==> config.mk <==
export PLATFORM = sky130hd
export DESIGN_NAME = dbms_ctrl
export DESIGN_NICKNAME = d
export VERILOG_FILES = /design/src/hw/dbms_pkg.sv /design/src/hw/dbms_ctrl.sv /design/src/hw/dbms_bank_match.sv
export SDC_FILE = /design/constraint.sdc
export NUM_CORES = 1
export LEC_CHECK = 0
export ABC_AREA = 1
export BUFFER_PORTS_ARGS = -buffer_cell sky130_fd_sc_hd__buf_2
export CAP_MARGIN = 20
export CORE_MARGIN = 3
export CORE_UTILIZATION = 40
export CTS_CLUSTER_DIAMETER = 120
export DETAILED_ROUTE_END_ITERATION = 10
export PLACE_DENSITY_LB_ADDON = 0.08
export SYNTH_ARGS = -nofsm -noshare
export SYNTH_HDL_FRONTEND = slang
export SYNTH_SLANG_ARGS = --single-unit
==> constraint.sdc <==
create_clock -name core_clk -period 6.68 [get_ports core_clk]
set_input_delay 0.334 -clock core_clk [delete_from_list [all_inputs] [get_ports core_clk]]
set_output_delay 0.334 -clock core_clk [all_outputs]
set_load 0.02 [all_outputs]
==> src/hw/dbms_pkg.sv <==
/*
  constants for the dram bank map and shadow controller.
  assumes 16-bit i/o port data and a 25-bit (a24..a0) memory address.
*/
package dbms_pkg;

  // ----------------------------------------
  // i/o port addresses
  // ----------------------------------------
  localparam logic [15:0] PORT_BANK_START_LO = 16'h4872;
  localparam logic [15:0] PORT_BANK_START_HI = 16'h5072;
  localparam logic [15:0] PORT_SPLIT_BANK_EN = 16'h5872;
  localparam logic [15:0] PORT_SHADOW_WP = 16'h6072;

  // ----------------------------------------
  // reset values and read masks
  // ----------------------------------------
  localparam logic [15:0] RST_WORD = 16'h0000;
  localparam logic [15:0] SPLIT_READ_MASK = 16'hfffc;
  localparam logic [15:0] SHADOW_READ_MASK = 16'hffbf;

  // ----------------------------------------
  // field positions
  // ----------------------------------------
  localparam int BANK_ON_LSB = 12;
  localparam int DRIVE_LSB = 10;
  localparam int SPLIT_SIZE_LSB = 8;
  localparam int SPLIT_DEST_LSB = 2;
  localparam int CUT_LSB = 14;
  localparam int UPPER_PROT_BIT = 13;
  localparam int ROM_PROT_BIT = 12;
  localparam int PARITY_FLIP_BIT = 11;
  localparam int PARITY_OFF_BIT = 10;
  localparam int SHADOW_SEL_LSB = 8;
  localparam int VIDEO_SIZE_LSB = 4;
  localparam int BLOCK_LSB = 17;
  localparam int SPLIT_OFF_W = 19;

  // ----------------------------------------
  // address map of the low megabyte and the top rom
  // ----------------------------------------
  localparam logic [24:0] ADDR_128K = 25'h0020000;
  localparam logic [24:0] ADDR_256K = 25'h0040000;
  localparam logic [24:0] ADDR_512K = 25'h0080000;
  localparam logic [24:0] ADDR_HOLE = 25'h00a0000;
  localparam logic [24:0] ADDR_VIDEO = 25'h00c0000;
  localparam logic [24:0] ADDR_SEG_E = 25'h00e0000;
  localparam logic [24:0] ADDR_SEG_F = 25'h00f0000;
  localparam logic [24:0] ADDR_1M = 25'h0100000;
  localparam logic [24:0] ADDR_TOP_ROM = 25'h0fe0000;
  localparam logic [24:0] ADDR_TOP_END = 25'h1000000;
  localparam logic [24:0] VIDEO_STEP = 25'h0004000;
  localparam logic [24:0] VIDEO_TO_E = 25'h0020000;

  // ----------------------------------------
  // bank sizes in 128 kbyte blocks
  // ----------------------------------------
  localparam logic [8:0] UNITS_64K = 9'h001;
  localparam logic [8:0] UNITS_256K = 9'h004;
  localparam logic [8:0] UNITS_1M = 9'h010;
  localparam logic [8:0] UNITS_4M = 9'h040;
  localparam logic [8:0] UNITS_512K = 9'h008;
  localparam logic [8:0] UNITS_1M_CHIP = 9'h010;
  localparam logic [8:0] UNITS_2M = 9'h020;
  localparam logic [8:0] UNITS_NONE = 9'h000;

  typedef enum logic [2:0] {
    RAM_64K, RAM_256K, RAM_1M, RAM_4M, RAM_512K, RAM_1M_CHIP, RAM_2M, RAM_RSVD
  } dbms_ram_e;

  typedef enum logic [2:0] {
    ILV_NONE, ILV_PAIR_LO, ILV_PAIR_HI, ILV_PAIR_BOTH, ILV_FOUR, ILV_RSVD5, ILV_RSVD6, ILV_RSVD7
  } dbms_ilv_e;

  localparam logic [1:0] SPLIT_NONE = 2'h0;
  localparam logic [1:0] SPLIT_256K = 2'h1;
  localparam logic [1:0] SPLIT_320K = 2'h2;
  localparam logic [1:0] SHD_NONE = 2'h0;
  localparam logic [1:0] SHD_F64 = 2'h1;
  localparam logic [1:0] SHD_E128 = 2'h2;
  localparam logic [1:0] SHD_F_VIDEO = 2'h3;
  localparam logic [1:0] CUT_512K = 2'h1;
  localparam logic [1:0] CUT_256K = 2'h2;
  localparam logic [1:0] CUT_128K = 2'h3;

endpackage : dbms_pkg

==> src/hw/dbms_ctrl.sv <==
/*
  memory map logic of the on-board dram controller: bank windows,
  split remap, bios shadow, memory cut, write protect, parity control.
  assumes i/o and memory requests are synchronous one-cycle strobes;
  ram types, interleave and upper boundary come from other registers.
*/
// Summary of operation
// two 16-bit rw registers hold a24..a17 start fields of banks 0..3.
// software starts each bank on a multiple of its size.
// software places smaller banks above larger ones.
// bank size follows ram type, 128 kb up to 8192 kb.
// software enables interleaved banks with one shared start address.
// interleaved span is twice bank size two-way, four times four-way.
// of three equal banks, the interleaved pair sits lower.
// bits 15..12 enable banks 3..0; reset disabled.
// bits 11..10 pick address driver strength.
// split size 256, 320 or 384 kb moves memory from 0a0000h.
// split destination is a24..a19 from bits 7..2; bits 1..0 ignored.
// software splits one bank only, of at least 512 kb.
// software matches split size to shadow size and programs shadow.
// bits 15..14 cut on-board memory from 512, 256 or 128 kb to 640 kb.
// bit 13 write-protects memory at and above the upper boundary.
// bit 12 blocks writes to the shadowed bios region.
// bit 11 stores inverted parity on on-board writes.
// bit 10 disables parity checking over the legacy port setting.
// software sets a split size before enabling shadow.
// rom at fe0000h through ffffffh is never shadowed.
// shadow field selects none, f-segment, e and f, or f plus video.
// shadow 11 maps video shadow to 0c0000h, sized by video size.
// write protection withholds the column strobe on protected writes.
// a bank is selected only when enabled and the address in its window.
`timescale 1ns/10ps
`default_nettype none
module dbms_ctrl
  import dbms_pkg::*;
(
  // clock and reset
  input wire logic core_clk,
  input wire logic arst_n,
  // i/o port access
  input wire logic [15:0] io_addr,
  input wire logic io_wr,
  input wire logic io_rd,
  input wire logic [15:0] io_wdata,
  output logic [15:0] io_rdata,
  // settings held elsewhere
  input wire logic [11:0] bank_ram_type,
  input wire logic [2:0] ilv_mode,
  input wire logic [7:0] upper_boundary,
  input wire logic sys_parity_en,
  // memory cycle
  input wire logic mem_req,
  input wire logic mem_write,
  input wire logic [24:0] mem_addr,
  output logic mem_ack,
  output logic dram_hit,
  output logic [3:0] bank_sel,
  output logic [24:0] dram_addr,
  output logic cas_block,
  // static controls
  output logic [1:0] addr_drive_strength,
  output logic parity_flip,
  output logic parity_check_en
);

  typedef struct packed {
    logic [15:0] start_lo;
    logic [15:0] start_hi;
    logic [15:0] split_bank;
    logic [15:0] shadow_wp;
    logic [15:0] rdata;
    logic ack;
    logic hit;
    logic [3:0] sel;
    logic [24:0] daddr;
    logic cas_blk;
    logic par_chk;
  } dbms_state_s;

  dbms_state_s s_q;
  dbms_state_s s_d;

  // ----------------------------------------
  // decode helpers
  // ----------------------------------------
  // size from ram type
  function automatic logic [8:0] bank_units(input logic [2:0] ram);
    case (dbms_ram_e'(ram))
      RAM_64K: bank_units = UNITS_64K;
      RAM_256K: bank_units = UNITS_256K;
      RAM_1M: bank_units = UNITS_1M;
      RAM_4M: bank_units = UNITS_4M;
      RAM_512K: bank_units = UNITS_512K;
      RAM_1M_CHIP: bank_units = UNITS_1M_CHIP;
      RAM_2M: bank_units = UNITS_2M;
      default: bank_units = UNITS_NONE;
    endcase
  endfunction : bank_units

  function automatic logic in_span(input logic [24:0] a, input logic [24:0] lo,
                                   input logic [24:0] hi);
    in_span = (a >= lo) && (a < hi);
  endfunction : in_span

  // ----------------------------------------
  // field views
  // ----------------------------------------
  logic [3:0] bank_on;
  logic [1:0] split_size;
  logic [5:0] split_dest;
  logic [1:0] onboard_mem_cut;
  logic upper_protect_on;
  logic rom_protect_on;
  logic [1:0] rom_shadow_select;
  logic [1:0] video_rom_size;
  logic [31:0] start_all;

  assign bank_on = s_q.split_bank[BANK_ON_LSB +: 4];
  assign split_size = s_q.split_bank[SPLIT_SIZE_LSB +: 2];
  // destination a24..a19, low two bits unused
  assign split_dest = s_q.split_bank[SPLIT_DEST_LSB +: 6];
  assign onboard_mem_cut = s_q.shadow_wp[CUT_LSB +: 2];
  assign upper_protect_on = s_q.shadow_wp[UPPER_PROT_BIT];
  assign rom_protect_on = s_q.shadow_wp[ROM_PROT_BIT];
  assign rom_shadow_select = s_q.shadow_wp[SHADOW_SEL_LSB +: 2];
  assign video_rom_size = s_q.shadow_wp[VIDEO_SIZE_LSB +: 2];
  assign start_all = {s_q.start_hi, s_q.start_lo};

  // ----------------------------------------
  // address translation
  // ----------------------------------------
  logic [24:0] split_end;
  logic [24:0] shadow_base;
  logic [24:0] video_end;
  logic [24:0] xaddr;
  logic [24:0] split_off;
  logic mapped;
  logic in_video;
  logic in_sys_shadow;

  always_comb
  begin
    // end of the moved block
    case (split_size)
      SPLIT_NONE: split_end = ADDR_HOLE;
      SPLIT_256K: split_end = ADDR_SEG_E;
      SPLIT_320K: split_end = ADDR_SEG_F;
      default: split_end = ADDR_1M;
    endcase
    // start of system shadow
    case (rom_shadow_select)
      SHD_F64: shadow_base = ADDR_SEG_F;
      SHD_E128: shadow_base = ADDR_SEG_E;
      SHD_F_VIDEO: shadow_base = ADDR_SEG_F;
      default: shadow_base = ADDR_1M;
    endcase
    // video shadow in 16 kb steps
    video_end = ADDR_VIDEO + VIDEO_STEP * (25'(video_rom_size) + 25'h1);
    in_video = (rom_shadow_select == SHD_F_VIDEO) && in_span(mem_addr, ADDR_VIDEO, video_end);
    in_sys_shadow = in_span(mem_addr, shadow_base, ADDR_1M);
    split_off = mem_addr - ADDR_HOLE;
    xaddr = mem_addr;
    mapped = 1'b1;
    // top rom stays off dram
    if (in_span(mem_addr, ADDR_TOP_ROM, ADDR_TOP_END))
      mapped = 1'b0;
    // video shadow lives in the e segment
    else if (in_video)
      xaddr = mem_addr + VIDEO_TO_E;
    // moved block lands on a 512 kb boundary
    else if (in_span(mem_addr, ADDR_HOLE, split_end))
      xaddr = {split_dest, split_off[SPLIT_OFF_W-1:0]};
    else if (in_span(mem_addr, split_end, ADDR_1M))
      mapped = in_sys_shadow;
    // cut part of base memory for bus cards
    else if (onboard_mem_cut == CUT_512K)
      mapped = !in_span(mem_addr, ADDR_512K, ADDR_HOLE);
    else if (onboard_mem_cut == CUT_256K)
      mapped = !in_span(mem_addr, ADDR_256K, ADDR_HOLE);
    else if (onboard_mem_cut == CUT_128K)
      mapped = !in_span(mem_addr, ADDR_128K, ADDR_HOLE);
  end

  // ----------------------------------------
  // bank windows
  // ----------------------------------------
  logic [3:0] way_pick;
  logic [3:0] bank_hit;
  logic [3:0] first_hit;
  logic [8:0] span [4];

  always_comb
  begin
    way_pick = 4'hf;
    // span grows with interleave
    for (int i = 0; i < 4; i++)
      span[i] = bank_units(bank_ram_type[3*i +: 3]);
    case (dbms_ilv_e'(ilv_mode))
      ILV_PAIR_LO:
      begin
        span[0] = span[0] << 1;
        span[1] = span[1] << 1;
        way_pick[1:0] = {xaddr[1], !xaddr[1]};
      end
      ILV_PAIR_HI:
      begin
        span[2] = span[2] << 1;
        span[3] = span[3] << 1;
        way_pick[3:2] = {xaddr[1], !xaddr[1]};
      end
      ILV_PAIR_BOTH:
      begin
        for (int i = 0; i < 4; i++)
          span[i] = span[i] << 1;
        way_pick = {xaddr[1], !xaddr[1], xaddr[1], !xaddr[1]};
      end
      ILV_FOUR:
      begin
        for (int i = 0; i < 4; i++)
          span[i] = span[i] << 2;
        way_pick = 4'h1 << xaddr[2:1];
      end
      default:
        way_pick = 4'hf;
    endcase
  end

  // enabled bank with the address inside its window
  for (genvar g = 0; g < 4; g++)
  begin : g_bank
    dbms_bank_match u_match (
      .bank_on(bank_on[g]),
      .start_blk(start_all[8*g +: 8]),
      .span_blk(span[g]),
      .addr_blk(xaddr[24:BLOCK_LSB]),
      .way_pick(way_pick[g]),
      .hit(bank_hit[g])
    );
  end

  // lowest bank wins if software overlaps windows
  assign first_hit = bank_hit & (~bank_hit + 4'h1);

  // ----------------------------------------
  // next state
  // ----------------------------------------
  logic prot_write;

  always_comb
  begin
    s_d = s_q;
    // protected regions
    prot_write = mem_write &&
      ((rom_protect_on && (in_video || in_sys_shadow)) ||
       (upper_protect_on && (xaddr[24:BLOCK_LSB] >= upper_boundary)));
    // register writes
    if (io_wr)
    begin
      case (io_addr)
        PORT_BANK_START_LO: s_d.start_lo = io_wdata;
        PORT_BANK_START_HI: s_d.start_hi = io_wdata;
        PORT_SPLIT_BANK_EN: s_d.split_bank = io_wdata & SPLIT_READ_MASK;
        PORT_SHADOW_WP: s_d.shadow_wp = io_wdata & SHADOW_READ_MASK;
        default: s_d.shadow_wp = s_q.shadow_wp;
      endcase
    end
    if (io_rd)
    begin
      case (io_addr)
        PORT_BANK_START_LO: s_d.rdata = s_q.start_lo;
        PORT_BANK_START_HI: s_d.rdata = s_q.start_hi;
        PORT_SPLIT_BANK_EN: s_d.rdata = s_q.split_bank;
        PORT_SHADOW_WP: s_d.rdata = s_q.shadow_wp;
        default: s_d.rdata = RST_WORD;
      endcase
    end
    s_d.ack = mem_req;
    if (mem_req)
    begin
      s_d.hit = mapped && (first_hit != 4'h0);
      s_d.sel = mapped ? first_hit : 4'h0;
      s_d.daddr = xaddr;
      // column strobe withheld, row cycle still runs
      s_d.cas_blk = mapped && (first_hit != 4'h0) && prot_write;
    end
    // override of the legacy parity enable
    s_d.par_chk = sys_parity_en && !s_q.shadow_wp[PARITY_OFF_BIT];
  end

  always_ff @(posedge core_clk or negedge arst_n)
  begin
    if (!arst_n)
      s_q <= '0;
    else
      s_q <= s_d;
  end

  // ----------------------------------------
  // outputs
  // ----------------------------------------
  assign io_rdata = s_q.rdata;
  assign mem_ack = s_q.ack;
  assign dram_hit = s_q.hit;
  assign bank_sel = s_q.sel;
  assign dram_addr = s_q.daddr;
  assign cas_block = s_q.cas_blk;
  // driver strength straight from the register
  assign addr_drive_strength = s_q.split_bank[DRIVE_LSB +: 2];
  // parity inversion on writes
  assign parity_flip = s_q.shadow_wp[PARITY_FLIP_BIT];
  assign parity_check_en = s_q.par_chk;
endmodule : dbms_ctrl
`default_nettype wire

==> src/hw/dbms_bank_match.sv <==
/*
  window compare for one dram bank.
  assumes start and span are given in 128 kbyte blocks.
*/
`timescale 1ns/10ps
`default_nettype none
module dbms_bank_match
  import dbms_pkg::*;
(
  // bank setup
  input wire logic bank_on,
  input wire logic [7:0] start_blk,
  input wire logic [8:0] span_blk,
  // cycle
  input wire logic [7:0] addr_blk,
  input wire logic way_pick,
  // result
  output logic hit
);
  logic [8:0] end_blk;

  // 9 bits hold start plus a four-way span without wrap
  assign end_blk = {1'b0, start_blk} + span_blk;
  assign hit = bank_on && way_pick && (addr_blk >= start_blk) && ({1'b0, addr_blk} < end_blk);
endmodule : dbms_bank_match
`default_nettype wire

# == Yosys cells after proc, flatten, opt, wreduce, memory -nomap -nowiden ==
# Index checks and enable logic that the tools add are counted.
# word_totals
regBits,110
word_cells,158
output_inout_bits,52
# classes
mux,22
shifts,1
bitwise,2
reduce_logical,51
eq_ne,40
order_cmp,22
n_addsub,9
# ops
op,n
one-hot mux 7 bit (6 select lines),4
>= comparator 25 x 20 -> 1 bit (second input constant),3
two-way mux 25 bit,3
one-hot mux 18 bit (2 select lines),2
equality test 16 x 15 -> 1 bit (second input constant),4
one-hot mux 16 bit (4 select lines),1
one-hot mux 21 bit (3 select lines),1
>= comparator 25 x 21 -> 1 bit,2
< comparator 25 x 21 -> 1 bit,2
one-hot mux 21 bit (2 select lines),1
>= comparator 8 bit,5
equality test 3 bit (second input constant),13
adder 8 x 9 -> 9 bit,4
< comparator 8 x 9 -> 1 bit,4
equality test 3 x 2 -> 1 bit (second input constant),10
logical AND 1 bit,27
adder 25 x 18 -> 25 bit (second input constant),1
>= comparator 25 x 18 -> 1 bit (second input constant),1
>= comparator 25 x 19 -> 1 bit (second input constant),1
>= comparator 25 x 24 -> 1 bit (second input constant),1
< comparator 25 x 20 -> 1 bit (second input constant),1
< comparator 25 x 21 -> 1 bit (second input constant),1
< comparator 25 bit (second input constant),1
adder 20 x 17 -> 21 bit (first input constant),1
other kinds (19),53

# == Logic depth before layout (Yosys ltp) ==
# logic_depth
word_depth,18
mapped_depth,28

# == Hierarchy ==
# Synthesis repeated with hierarchy kept, for this count alone.
# hier_totals
cells_unflattened,1387
hier_area_um2,9724.3
# modules_own_cells
mod,area_each_um2,cells_per_inst,n_inst,seq_area_each_um2
dbms_ctrl,6779.0,935,1,2752.6
dbms_bank_match at g_bank[1].u_match ...,737.0,113,3,0.0
dbms_bank_match at g_bank[0].u_match,734.5,113,1,0.0

# == Worst setup path before layout ==
# OpenSTA, ideal clock, no wires.
# synth_timing
path_kind,input to register
start,in ilv_mode[0]
end,reg s_q (netlist bit cas_block)
setup_slack_ns,3.146
path_buffers,1
path_stages,26
required_time_ns,6.564
arrival_time_ns,3.418
path_cell_list,inv_1 nor2_1 nor2_1 inv_1 clkbuf_1 o22ai_1 ha_1 a21oi_1 nand2_1 a21oi_1 o21ai_0 a21oi_1 o21ai_0 xor2_1 ha_1 inv_1 nor2_1 nand3_1 nor2_1 nand2_2 nand2_2 nand3_2 nand2_2 nand2_1 nand2_1 nand2_1
# synth_via
elab_chain_len,12
# synth_rtl
element,line,rtl
"start, declared",dbms_ctrl.sv:48,"input wire logic [2:0] ilv_mode,"
equality test 3 x 2 -> 1 bit / equality test 3 x 1 -> 1 bit (equally long branches),dbms_ctrl.sv:198,case (dbms_ilv_e'(ilv_mode))
OR reduction 2 bit (no line),n/a,
one-hot mux 18 bit (2 select lines) / one-hot mux 2 bit (2 select lines) (equally long branches),dbms_ctrl.sv:198,
adder 8 x 9 -> 9 bit / logical AND 1 bit (equally long branches),"dbms_bank_match.sv:23, dbms_bank_match.sv:24",
< comparator 8 x 9 -> 1 bit / logical AND 1 bit (equally long branches),dbms_bank_match.sv:24,"assign hit = bank_on && way_pick && (addr_blk >= start_blk) && ({1'b0, addr_blk} < end_blk);"
logical AND 1 bit,dbms_bank_match.sv:24,
NOT 4 bit,dbms_ctrl.sv:242,assign first_hit = bank_hit & (~bank_hit + 4'h1);
adder 4 x 1 -> 4 bit,dbms_ctrl.sv:242,
bitwise AND 4 bit (*),dbms_ctrl.sv:242,
nonzero test 4 bit (*),dbms_ctrl.sv:284,s_d.cas_blk = mapped && (first_hit != 4'h0) && prot_write;
logical AND 1 bit (*) (2 in series),dbms_ctrl.sv:284,
"end signal, assigned",dbms_ctrl.sv:293,s_q <= '0;
"end signal, assigned",dbms_ctrl.sv:295,s_q <= s_d;
"end, declared",dbms_ctrl.sv:80,dbms_state_s s_q;
# Every way passes the cells marked *; elsewhere a longest branch is shown, timed or not.
# A chain may end at the register's enable or synchronous reset.

# == Worst setup path in the final report ==
# Same ends and word-level chain as after synthesis.

==> impl_metrics.yaml <==
clocking:
  insertion_delay_ns: 0.37
  htreeDepth: 3
  cts.path.max_buffers: 2
  cts_setup_buffers: 0
  clkTransAtPathRegs_ns: 0.09
  cts_tree: "built"
  cts_root_buffer: "clkbuf_16"
  cts_buffers: 9
  ctsResizeCount: 0
  ctsHoldBuffers: 0
  clock_sinks: 110
power_and_ir_drop:
  intPower_w: 0.00105
  power_density_mw_per_mm2: 148
  clkPwrFrac: 0.352
  p_leak_nw: 5.22
  switching_power_w: 0.000489
  ir_worst_vdd_uv: 106
  power.share.combinational: 0.200
  swShare: 0.319
  seq_power_share: 0.448
worst_setup_path:
  critPathMaxStageDelay_ns: 0.55
  crit_type: "in -> reg"
  critPathLaunch: "ilv_mode[0]"
  path_buf_inv: 5
  arrival_ns: 4.65
  r2r_start: "s_q[73]"
  startpoint_type: "input port"
  cp-end-kind: "flip-flop"
  cp_max_fo: 16
  crit_required_ns: 6.98
  critPathTopFamily: "simple AND/OR/NAND/NOR gates"
  cp_slowest_cell: "inv_1"
timing:
  layout_setup_ws_ns: 2.34
  fin_hold_ws_ns: -0.0137
  setup_viol: 0
  slew_headroom: 0.353
  period_needed_ns: 4.34
  hold_viol: 3
  tns_ns: 0
  maxSlewViolCount: 0
  fin_crit_sh: 0.650
  max_freq_mhz: 230
  finClkSkew_ns: 0.0160
  tightestPinTransition_ns: 0.969
  rsz0062_at_grt: "false"
floorplan:
  rows: 55
  core-area_sq_mm: 0.0228
  die_h_microns: 159
  initial_core_util: 0.410
  die_area_sq_mm: 0.0253
  die_x_microns: 159
  io_pins: 139
routing:
  ant_nets: 0
  wire_per_inst_microns: 17.3
  drt_wl_total_microns: 28900
  drc: 0
  drtIter0Drc: 529
  drt_pass1_iterations: 5
  via_per_inst: 5.10
  vias: 8555
placed_design:
  port-buffer-count: 138
  place.gp.congestion: 0.869
  dp_hpwl_microns: 22900
  place_ws_ns: 1.93
global_routing:
  grt_pass1_wl_microns: 45200
  grt_start_max_net_pins: 62
  first_global_vias: 8141
  grt_overflow: 0
  antenna_found_initial: 0
  grtUsageTotal: 0.226
final_layout:
  n_fill_cell: 2431
  finalNetCount: 1571
  area_delta_synth_final_pct: 10.8
  diodes: 0
  drive_gt1_frac: 0.144
yosys:
  ys_async_sr_fraction: 1.00
  syn-mean-instance-area_sq_um: 7.33
  ys_seq_elements: 110
  yosysWarningCount: 0
  synth_cell_type_count: 47
  syn_inst: 1276
  syn_area_sq_mm: 0.00936
  synth-edff-count: 0
  synth_nets: 1488
  synth_ff_type: "dfrtp_1"
  ys_seq_area_frac: 0.294
hold_path:
  hp-class: "in -> async"
status:
  violations: "negative hold slack"
  outcome: "finished with violations"
flow_run:
  max_cap_violations: 0
-- power groups by stage --
stage	registers [W]	logic [W]	clock network [W]
2_1_floorplan	0.000700	0.000205	0
3_3_place_gp	0.000699	0.000305	0
3_5_place_dp	0.000700	0.000308	0
4_1_cts	0.000687	0.000310	0.000547
5_1_grt	0.000688	0.000351	0.000569
6_report	0.000687	0.000307	0.000540
-- cells in the mapped netlist, types with 4 or more instances --
master     instances  share of area
nand2_1          289           0.12
inv_1            174          0.070
ha_1             121           0.16
o21ai_0          120          0.064
dfrtp_1          110           0.29
nor2_1            83          0.033
a21oi_1           59          0.032
nand3_1           55          0.029
buf_4             48          0.039
o22ai_1           26          0.017
clkbuf_1          22         0.0088
nand4_1           20          0.013
xor2_1            16          0.015
nor3_1            15         0.0080
o21ai_1           10         0.0053
xnor2_1            9         0.0084
nor2_2             8         0.0053
o21bai_1           8         0.0064
o2111ai_1          7         0.0066
a31oi_1            6         0.0040
nand2_2            6         0.0040
a211oi_1           5         0.0040
nand3_2            5         0.0053
nor4_1             5         0.0033
fa_1               4         0.0086
nand2_4            4         0.0048
o221ai_1           4         0.0037
-- layout make-up --
class / instances / area (sq um) / area share
multi-input combinational: 912 / 5480 / 0.528
sequential: 110 / 2750 / 0.266
timing repair buffer: 147 / 788 / 0.0761
inverter: 179 / 672 / 0.0648
tap: 313 / 392 / 0.0378
clock buffer: 9 / 225 / 0.0217
clock inverter: 6 / 57.6 / 0.00555
-- worst paths after layout --
kind / endpoint / slack, ns / cells after the start
worst max register to register: cas_block / 2.43 / 27
worst min-delay path: dram_addr[4] / -0.01 / 1
worst min register to register: dram_addr[9] / 0.47 / 2
worst max-delay path: cas_block / 2.34 / 27
min in group core_clk: parity_check_en / 0.17 / 3
max in group asynchronous: s_q[110] / 5.41 / 2
-- per-layer routing --
| metal | GRT usage | wire [microns] | share of wire |
|---|---|---|---|
| met1 | 0.306 | 13400 | 0.46 |
| met2 | 0.378 | 13500 | 0.47 |
| met3 | 0.0346 | 1410 | 0.049 |
| met4 | 0.0625 | 641 | 0.022 |
| met5 | 0 | 0 | 0 |
-- metrics by stage --
stage	instance area (sq um)	cells	total power, W	hold slack (ns)	util
CTS	10300	1674	0.00154	0.0227	0.452
global placement	10000	1659	0.00100	0.426	0.439
finish	10400	1676	0.00153	-0.0137	0.454
floorplan	9360	1276	0.000904	0.0384	-
global route	10400	1676	0.00161	0.0371	0.454
detailed placement	10000	1659	0.00101	0.418	0.439
-- sequential cells by signal, indices dropped and copies added, names as in the netlist, 2 cells and up --
name	cells
s_q	49
dram_addr	25
io_rdata	16
bank_on	4
bank_sel	4
addr_drive_strength	2
onboard_mem_cut	2
rom_shadow_select	2
-- placed cells by master (no fill, tap or decap), types with 10 or more instances in the layout --
| master | synthesis | final |
|---|---|---|
| xor2_1 | 16 | 16 |
| o21ai_1 | 10 | 10 |
| a21oi_1 | 59 | 57 |
| dfrtp_1 | 110 | 110 |
| buf_2 | 2 | 137 |
| nor2_1 | 83 | 83 |
| nor3_1 | 15 | 15 |
| nand2_1 | 289 | 289 |
| ha_1 | 121 | 121 |
| inv_1 | 174 | 174 |
| o21ai_0 | 120 | 120 |
| nand3_1 | 55 | 55 |
| nand4_1 | 20 | 20 |
| o22ai_1 | 26 | 26 |
-- logic make-up (layout without fill, tap and decap cells) --
group                    after synthesis  in the layout  share of synthesized area
buffers and inverters                254            341                      0.121
flip-flops                           110            110                      0.294
AND/OR/NAND/NOR                      500            500                      0.232
AO/OA/AOI/OAI                        262            262                      0.159
adder cells (fa/ha/maj)              125            125                      0.170
XOR/XNOR                              25             25                     0.0234
Power figures use the tool's default switching activity.
